<file path="config.mk">
export PLATFORM = sky130hd
export DESIGN_NAME = host_irq_bus_glue
export DESIGN_NICKNAME = d
export VERILOG_FILES = /design/src/include/host_glue_pkg.sv /design/src/verilog/host_irq_bus_glue.sv
export VERILOG_INCLUDE_DIRS = /design/src /design/src/include
export SDC_FILE = /design/constraint.sdc
export NUM_CORES = 1
export LEC_CHECK = 0
export ABC_AREA = 1
export BUFFER_PORTS_ARGS = -buffer_cell sky130_fd_sc_hd__buf_2
export CORE_UTILIZATION = 30
export CTS_BUF_LIST = sky130_fd_sc_hd__clkbuf_4
export CTS_CLUSTER_DIAMETER = 50
export DETAILED_ROUTE_END_ITERATION = 8
export PLACE_DENSITY_LB_ADDON = 0.08
export SLEW_MARGIN = 0
export SYNTH_ARGS = -nofsm -noshare
export SYNTH_HDL_FRONTEND = slang
export SYNTH_SLANG_ARGS = --single-unit
</file>
<file path="constraint.sdc">
create_clock -name clock_i -period 0.8 [get_ports clock_i]
set_input_delay 0.12 -clock clock_i [delete_from_list [all_inputs] [get_ports clock_i]]
set_output_delay 0.12 -clock clock_i [all_outputs]
set_load 0.005 [all_outputs]
</file>
<file path="src/include/host_glue_defs.svh">
/*
  Op-code, vectors, priorities and bus width for the host bus glue.
  Assumes inclusion by bare name from the glue package and module.
*/
`ifndef HOST_GLUE_DEFS_SVH
`define HOST_GLUE_DEFS_SVH

// Restart op-code that sends the vectored host to 0020.
`define RESTART_OPCODE 8'he7
`define VECTORED_ISR_ADDR 16'h0020
// Fixed service addresses of the direct inputs.
`define EDGE_ISR_ADDR 16'h003c
`define LEVEL_HI_ISR_ADDR 16'h0034
`define LEVEL_LO_ISR_ADDR 16'h002c
// Microcontroller interrupt vector locations.
`define MCU_VECTOR_HI_ADDR 16'hfff2
`define MCU_VECTOR_LO_ADDR 16'hfff3
// Priority levels of the four maskable inputs.
`define PRIO_EDGE 3'h2
`define PRIO_LEVEL_HI 3'h3
`define PRIO_LEVEL_LO 3'h4
`define PRIO_VECTORED 3'h5
// Width of the shared address/data bus.
`define ADDR_BYTE_WIDTH 8

`endif

</file>
<file path="src/include/host_glue_pkg.sv">
/*
  Types shared by the host bus glue.
  Assumes the defs header is on the include path.
*/
`include "host_glue_defs.svh"

package host_glue_pkg;

  // Which host input carries the peripheral request.
  typedef enum logic [1:0] {
    ROUTE_EDGE,
    ROUTE_LEVEL_HI,
    ROUTE_LEVEL_LO,
    ROUTE_VECTORED
  } irq_route_type;

  // Strobes toward the peripheral.
  typedef struct packed {
    logic read_n;
    logic write_n;
  } strobe_type;

  // Host interrupt inputs, active high except the microcontroller one.
  typedef struct packed {
    logic edge_req;
    logic level_hi_req;
    logic level_lo_req;
    logic vectored_irq_request;
    logic mcu_irq_n;
  } irq_lines_type;

endpackage

</file>
<file path="src/verilog/host_irq_bus_glue.sv">
/*
  Host side glue between a dual UART and a multiplexed-bus host: address
  latch, strobe mapping, interrupt routing, vector buffer and mode straps.
  Assumes bus, mode-select and UART pins arrive asynchronously and are synchronised here; the configuration straps are not.
*/
`include "host_glue_defs.svh"

module host_irq_bus_glue
  import host_glue_pkg::*;
#(
  parameter int ADDR_WIDTH = `ADDR_BYTE_WIDTH
) (
  // Clock and reset.
  input wire logic clock_i,
  input wire logic reset_i,
  // Host bus pins.
  input wire logic [ADDR_WIDTH-1:0] shared_addr_data_i,
  input wire logic [ADDR_WIDTH-1:0] upper_addr_i,
  input wire logic addr_latch_strobe_i,
  input wire logic mem_read_n_i,
  input wire logic mem_write_n_i,
  input wire logic io_read_n_i,
  input wire logic io_write_n_i,
  input wire logic irq_acknowledge_n_i,
  input wire logic mode_select_a_i,
  input wire logic mode_select_b_i,
  // Configuration straps.
  input wire logic use_io_strobes_i,
  input wire irq_route_type route_i,
  // Peripheral pins.
  input wire logic uart_irq_n_i,
  // Demultiplexed address and strobes.
  output logic [2*ADDR_WIDTH-1:0] address_o,
  output strobe_type strobe_o,
  // Host interrupt lines and vector drive.
  output irq_lines_type irq_o,
  output logic [ADDR_WIDTH-1:0] shared_addr_data_o,
  output logic shared_addr_data_oe_o,
  // Status.
  output logic expanded_mode_o
);

  typedef enum logic [1:0] {
    RESET_HOLD,
    RUN
  } mode_state_type;

  // ----------------------------------------------------------------
  // Input synchronisers
  // ----------------------------------------------------------------
  localparam int SYNC_BITS = 2 * ADDR_WIDTH + 9;
  logic [SYNC_BITS-1:0] raw;
  logic [SYNC_BITS-1:0] sync_a;
  logic [SYNC_BITS-1:0] sync_b;
  logic [ADDR_WIDTH-1:0] bus_s;
  logic [ADDR_WIDTH-1:0] upper_s;
  logic as_s;
  logic mem_read_n_s;
  logic mem_write_n_s;
  logic ior_s;
  logic iow_s;
  logic ack_n_s;
  logic mode_select_a_s;
  logic mode_select_b_s;
  logic irq_n_s;

  // Gather every bus, mode-select and UART pin so one pair of flip-flops covers them all.
  always_comb begin
    raw = {shared_addr_data_i, upper_addr_i, addr_latch_strobe_i, mem_read_n_i,
           mem_write_n_i, io_read_n_i, io_write_n_i, irq_acknowledge_n_i,
           mode_select_a_i, mode_select_b_i, uart_irq_n_i};
  end

  // Two stages; only the second stage is read by logic. They are not reset,
  // so the straps seen at release are the levels held during reset, and no
  // false address strobe or request follows reset.
  always_ff @(posedge clock_i) begin
    sync_a <= raw;
    sync_b <= sync_a;
  end

  // Split the synchronised vector back into named pins.
  always_comb begin
    {bus_s, upper_s, as_s, mem_read_n_s, mem_write_n_s, ior_s, iow_s, ack_n_s, mode_select_a_s, mode_select_b_s,
     irq_n_s} = sync_b;
  end

  // ----------------------------------------------------------------
  // Address demultiplexing
  // ----------------------------------------------------------------
  logic [ADDR_WIDTH-1:0] low_addr;
  logic [ADDR_WIDTH-1:0] next_low_addr;
  logic [ADDR_WIDTH-1:0] high_addr;
  logic [ADDR_WIDTH-1:0] next_high_addr;

  // While the strobe is high the shared bus holds the low address byte.
  always_comb begin
    next_low_addr = low_addr;
    next_high_addr = high_addr;
    if (as_s) begin
      next_low_addr = bus_s;
      next_high_addr = expanded_mode_o ? upper_s : '0;
    end
  end

  always_ff @(posedge clock_i) begin
    if (reset_i) begin
      low_addr <= '0;
      high_addr <= '0;
    end else begin
      low_addr <= next_low_addr;
      high_addr <= next_high_addr;
    end
  end

  assign address_o = {high_addr, low_addr};

  // ----------------------------------------------------------------
  // Strobe mapping
  // ----------------------------------------------------------------
  strobe_type next_strobe;

  // Memory strobes by default, I/O strobes when the strap asks.
  always_comb begin
    next_strobe.read_n = use_io_strobes_i ? ior_s : mem_read_n_s;
    next_strobe.write_n = use_io_strobes_i ? iow_s : mem_write_n_s;
  end

  always_ff @(posedge clock_i) begin
    if (reset_i) begin
      strobe_o <= '{read_n: 1'b1, write_n: 1'b1};
    end else begin
      strobe_o <= next_strobe;
    end
  end

  // ----------------------------------------------------------------
  // Interrupt routing and vector buffer
  // ----------------------------------------------------------------
  irq_lines_type next_irq;
  logic req;
  logic next_oe;

  // The request stays up until firmware clears the cause in the UART.
  assign req = ~irq_n_s;

  // The selected host input and the microcontroller line both carry the request; the edge input sees
  // the rising edge of this level. No acknowledge is generated for direct routes.
  always_comb begin
    next_irq = '0;
    next_irq.mcu_irq_n = irq_n_s;
    case (route_i)
      ROUTE_EDGE: next_irq.edge_req = req;
      ROUTE_LEVEL_HI: next_irq.level_hi_req = req;
      ROUTE_LEVEL_LO: next_irq.level_lo_req = req;
      ROUTE_VECTORED: next_irq.vectored_irq_request = req;
      default: next_irq = '0;
    endcase
    next_irq.mcu_irq_n = irq_n_s;
  end

  // Drive the restart op-code only while request and acknowledge are low.
  always_comb begin
    next_oe = (route_i == ROUTE_VECTORED) && !irq_n_s && !ack_n_s;
  end

  always_ff @(posedge clock_i) begin
    if (reset_i) begin
      irq_o <= '{1'b0, 1'b0, 1'b0, 1'b0, 1'b1};
      shared_addr_data_oe_o <= 1'b0;
      shared_addr_data_o <= '0;
    end else begin
      irq_o <= next_irq;
      shared_addr_data_oe_o <= next_oe;
      shared_addr_data_o <= ADDR_WIDTH'(`RESTART_OPCODE);
    end
  end

  // ----------------------------------------------------------------
  // Mode straps
  // ----------------------------------------------------------------
  mode_state_type state;
  mode_state_type next_state;
  logic next_expanded;

  // Straps are caught at the first clock after reset is released.
  always_comb begin
    next_state = state;
    next_expanded = expanded_mode_o;
    case (state)
      RESET_HOLD: begin
        next_expanded = mode_select_a_s && mode_select_b_s;
        next_state = RUN;
      end
      RUN: next_state = RUN;
      default: next_state = RESET_HOLD;
    endcase
  end

  always_ff @(posedge clock_i) begin
    if (reset_i) begin
      state <= RESET_HOLD;
      expanded_mode_o <= 1'b0;
    end else begin
      state <= next_state;
      expanded_mode_o <= next_expanded;
    end
  end

  // ----------------------------------------------------------------
  // Checks
  // ----------------------------------------------------------------
  chk_vector_enable: assert property (@(posedge clock_i) disable iff (reset_i)
    shared_addr_data_oe_o |-> $past(!irq_n_s && !ack_n_s))
    else $error("vector buffer enabled without request and acknowledge");
  chk_vector_value: assert property (@(posedge clock_i) disable iff (reset_i)
    shared_addr_data_oe_o |-> shared_addr_data_o == ADDR_WIDTH'(`RESTART_OPCODE))
    else $error("wrong restart op-code driven");
  chk_irq_invert: assert property (@(posedge clock_i) disable iff (reset_i)
    (route_i == ROUTE_LEVEL_HI) ##1 (route_i == ROUTE_LEVEL_HI) |->
      irq_o.level_hi_req == $past(req))
    else $error("level request not inverted peripheral request");
  chk_mcu_line: assert property (@(posedge clock_i) disable iff (reset_i)
    ##1 irq_o.mcu_irq_n == $past(irq_n_s))
    else $error("microcontroller request does not follow peripheral");
  chk_addr_latch: assert property (@(posedge clock_i) disable iff (reset_i)
    as_s |=> low_addr == $past(bus_s))
    else $error("low address not latched under strobe");
  chk_addr_hold: assert property (@(posedge clock_i) disable iff (reset_i)
    !as_s |=> $stable(low_addr))
    else $error("low address changed in data phase");
  chk_strobe_map: assert property (@(posedge clock_i) disable iff (reset_i)
    !use_io_strobes_i |=> strobe_o.read_n == $past(mem_read_n_s) || $changed(use_io_strobes_i))
    else $error("memory read strobe not mapped");
  chk_mode_steady: assert property (@(posedge clock_i) disable iff (reset_i)
    state == RUN |=> $stable(expanded_mode_o))
    else $error("mode changed outside reset");

  cov_vectored: cover property (@(posedge clock_i) disable iff (reset_i)
    shared_addr_data_oe_o);
  cov_edge: cover property (@(posedge clock_i) disable iff (reset_i)
    $rose(irq_o.edge_req));
  cov_expanded: cover property (@(posedge clock_i) disable iff (reset_i)
    expanded_mode_o);

endmodule

</file>
# ---- After elaboration in Yosys (flattened, before gate mapping)
# Cells that the tools add are included.
dict set report totals {
  wordCells 41
  inputBits 30
  reg_bits 85
}
dict set report classes {
  muxes 5
  bitwise_logic 5
  reduce_logical 12
  n_eq_ne 4
}
# op n
set ops {}
lappend ops {{8-bit 2-to-1 mux} 2}
lappend ops {{2-bit OR reduction} 5}
lappend ops {{1-bit inverter} 5}
lappend ops {{2-bit by 1-bit == test with 1-bit output (second input constant)} 2}
lappend ops {{2-bit == test (second input constant)} 2}
lappend ops {{2-bit zero test} 2}
lappend ops {{1-bit logical AND} 3}
lappend ops {{1-bit 2-to-1 mux} 3}
lappend ops {{1-bit zero test} 2}

# ---- Longest topological paths before layout
dict set report logic_depth {
  depth_word 3
  mapped_depth 5
  mapped_depth_nobuf 4
}

# ---- Worst setup path before layout
# Ideal clock, no wire load.
dict set report synth_timing {
  kind {register to register}
  from {reg sync_b[8]}
  to {reg low_addr[5]}
  stages_incl_launch_ff 5
  setup_ns 0.116
  t_arrival_ns 0.750
  n_path_buf 1
  setup_slack_ns -0.065
  t_required_ns 0.684
  cell_sequence {dfxtp_1 inv_2 buf_6 nor2_1 nor2_1}
}
# element line
set synth_rtl {}
lappend synth_rtl {{from (decl)} host_irq_bus_glue.sv:54} ;# logic [SYNC_BITS-1:0] sync_b;
lappend synth_rtl {{from (signal assigned)} host_irq_bus_glue.sv:79} ;# sync_b <= sync_a;
lappend synth_rtl {{to (signal assigned)} host_irq_bus_glue.sv:111} ;# low_addr <= next_low_addr;
lappend synth_rtl {{to (decl)} host_irq_bus_glue.sv:91} ;# logic [ADDR_WIDTH-1:0] low_addr;

==> results.json <==
{
  "synth_ff_type": "dfxtp_1",
  "grtUsageTotal_pct": 11.9,
  "required_ns": 0.68,
  "port_buffers": 60,
  "power_frac_comb_pct": 7.9,
  "ys_async_sr_fraction_pct": 0,
  "crit_fanout": 6,
  "firstDrtPassIters": 5,
  "power_frac_clock_pct": 32.1,
  "fin_worst_skew_ns": 0.0139,
  "period_needed_ns": 1.01,
  "synthesis.instances": 166,
  "cts.sinks": 77,
  "yosysTopAreaCell": "dfxtp_1",
  "p_seq_share_pct": 60.0,
  "num_vias": 1371,
  "overflow": 0,
  "outcome": "finished with violations",
  "antenna-diode-count": 0,
  "power.density_nw_per_um2": 2230,
  "path_class": "register to output port",
  "hold_path_class": "input pin to register",
  "hold_violations": 0,
  "start_kind": "register",
  "ys_top_cells_by_area": "dfxtp_1 78%, nor2_1 4.2%, nand3_1 3.0%",
  "violations": "negative setup slack",
  "max_stage_delay_ns": 0.37,
  "grt_pass1_vias": 1357,
  "clk_pin_slew_worst_paths_ns": 0.12,
  "timing.final.crit_share_pct": 126,
  "core_um2": 6350,
  "die_w_um": 83.0,
  "swShare_pct": 22.7,
  "worstRegToRegCells": 4,
  "synth.top_cells.by_count": "77 x dfxtp_1, 22 x nor2_1, 16 x nand2_1",
  "p_leak_nw": 1.35,
  "syn_avg_cell_area_um2": 11.9,
  "worstPathArrival_ns": 0.89,
  "htreeDepth": 3,
  "yosysWarnings": 0,
  "critPathTopFamily": "flip-flops",
  "preCtsSetupSlack_ns": 0.00232,
  "dr.first_iter.drc_count": 32,
  "critical-path-slowest-cell": "dfxtp_4",
  "drc_errors": 0,
  "seq_area_frac_synth_pct": 78.3,
  "r2r_start": "sync_b[8]$_DFF_P_",
  "synth-seq-cells": 77,
  "rows": 29,
  "clk_path_buf_depth": 2,
  "fill_cells": 593,
  "nets": 298,
  "root_buffer": "clkbuf_4",
  "min_delay_worst_endpoint": "shared_addr_data_oe_o$_SDFF_PP0_",
  "p_int_mw": 5.30,
  "fin_util_pct": 48.5,
  "die_area_um2": 6890,
  "slew_viol_final": 0,
  "synth_cell_type_count": 14,
  "worstPathCellList": "buf_2",
  "area_growth_pct": 56.4,
  "gp_congestion": 0.685,
  "min_from": "reset_i",
  "dieHeight_um": 83.0,
  "yosysMostFrequentCell": "dfxtp_1",
  "max_cap_viol_count": 0,
  "ios": 63,
  "start_util_pct": 31.0,
  "cts_inserted_buffers": 9,
  "wl_per_cell_um": 10.2,
  "setup_viol": 43,
  "reg2reg_to": "high_addr[7]$_SDFFE_PP0P_",
  "vias_per_cell": 3.93,
  "clock_latency_ns": 0.40,
  "grt_max_degree": 14,
  "synth_edf_count": 0,
  "end_kind": "output port",
  "cts_tree": "yes",
  "dpl.hpwl_mm": 2.27,
  "detail-route-antenna-nets": 0,
  "fmaxAchievable_mhz": 995,
  "ir_drop_v": 0.00124,
  "grt_pass1_wl_mm": 6.15,
  "drive_gt1_share_pct": 50.4,
  "finalWirelength_mm": 3.58,
  "netlist.area_leader.share_pct": 78.3,
  "p_sw_mw": 1.56,
  "setup_slack_ns": -0.205,
  "rsz0062_at_grt": "yes",
  "grt_antenna_before_repair": 0,
  "synth_area_um2": 1970,
  "reg2reg_slack_ns": -0.05,
  "cp_num_buf_inv": 1,
  "hold-path-cell-count": 4
}
power groups by stage:
stage	Sequential [mW]	Clock (mW)	Combinational, mW
after floorplan	4.17	0	0.148
after global placement	4.18	0	0.327
after detailed placement	4.18	0	0.326
after CTS	4.11	2.35	0.470
after global routing	4.14	2.53	0.593
final	4.12	2.21	0.541
layout by cell type, fill, tap and decap left out, types with 6 or more instances in the layout:
cell type	instances
nor2_1	14
dfxtp_1	54
nand3_1	6
dfxtp_2	20
nand2_1	14
buf_6	13
clkbuf_4	9
buf_2	49
dlygate4sd3_1	30
metrics by stage:
step / power [mW] / cell area, um2 / cells / hold slack [ns] / setup TNS, ns
floorplan: 4.32 / 1970 / 167 / 0.148 / 0
global placement: 4.51 / 2360 / 301 / 0.223 / 0
detailed placement: 4.51 / 2360 / 301 / 0.224 / 0
CTS: 6.92 / 2890 / 347 / 0.0139 / -6.91
global route: 7.27 / 3080 / 349 / 0.0237 / -8.98
finish: 6.86 / 3080 / 349 / 0.0531 / -5.63
cell families after synthesis:
logic type,share of synthesized area [%]
and+or+nand+nor,10.9
DFF,78.3
other,0.190
AOI/OAI and AO/OA,4.32
buffers and inverters,6.35
worst max path at each step:
| stage | start | endpoint | slack, ns | depth (start not counted) |
|---|---|---|---|---|
| floorplan | sync_b[8]$_DFF_P_ | low_addr[5]$_SDFFE_PP0P_ | 0.006 | 4 |
| global placement | sync_b[8]$_DFF_P_ | low_addr[5]$_SDFFE_PP0P_ | 0.009 | 3 |
| detailed placement | sync_b[8]$_DFF_P_ | low_addr[6]$_SDFFE_PP0P_ | 0.002 | 3 |
| CTS | shared_addr_data_o[6]$_DFF_P_ | shared_addr_data_o[1] | -0.24 | 1 |
| global route | shared_addr_data_o[6]$_DFF_P_ | shared_addr_data_o[0] | -0.29 | 1 |
| finish | shared_addr_data_o[6]$_DFF_P_ | shared_addr_data_o[0] | -0.21 | 1 |
flip-flops by register name, indices dropped and copies added (netlist names):
name                   cells
state                      1
high_addr                  8
sync_b                    25
shared_addr_data_oe_o      1
expanded_mode_o            1
low_addr                   8
irq_o                      5
shared_addr_data_o         1
sync_a                    25
strobe_o                   2
per-layer routing:
metal / wire, um / GRT usage [%] / part of all wire, %
met5: 0 / 0 / 0
met4: 37 / 5.17 / 1.0
met3: 236 / 7.26 / 6.6
met2: 1660 / 17.9 / 47
met1: 1640 / 13.6 / 46
area by class of cell:
cell class	instances	area [um2]	share of cell area, %
clock buffers	9	67.6	2.19
clock inverters	6	65.1	2.11
inverters	7	31.3	1.02
multi-input cells	71	418	13.6
flip-flops and latches	77	1580	51.2
well taps	77	96.3	3.13
repair buffers	102	825	26.8
what timing repair did:
| item | CTS | global route |
|---|---|---|
| cloned | 0 | 1 |
| pin swaps | 1 | 2 |
| setup endpoints to repair | 43 | 49 |
| buffers inserted | 2 | 1 |
| endpoints found under the hold margin | 34 | 3 |
| hold buffers | 29 | 2 |
| resized for setup | 40 | 43 |
Note: power is estimated with default switching activity, not from simulation.
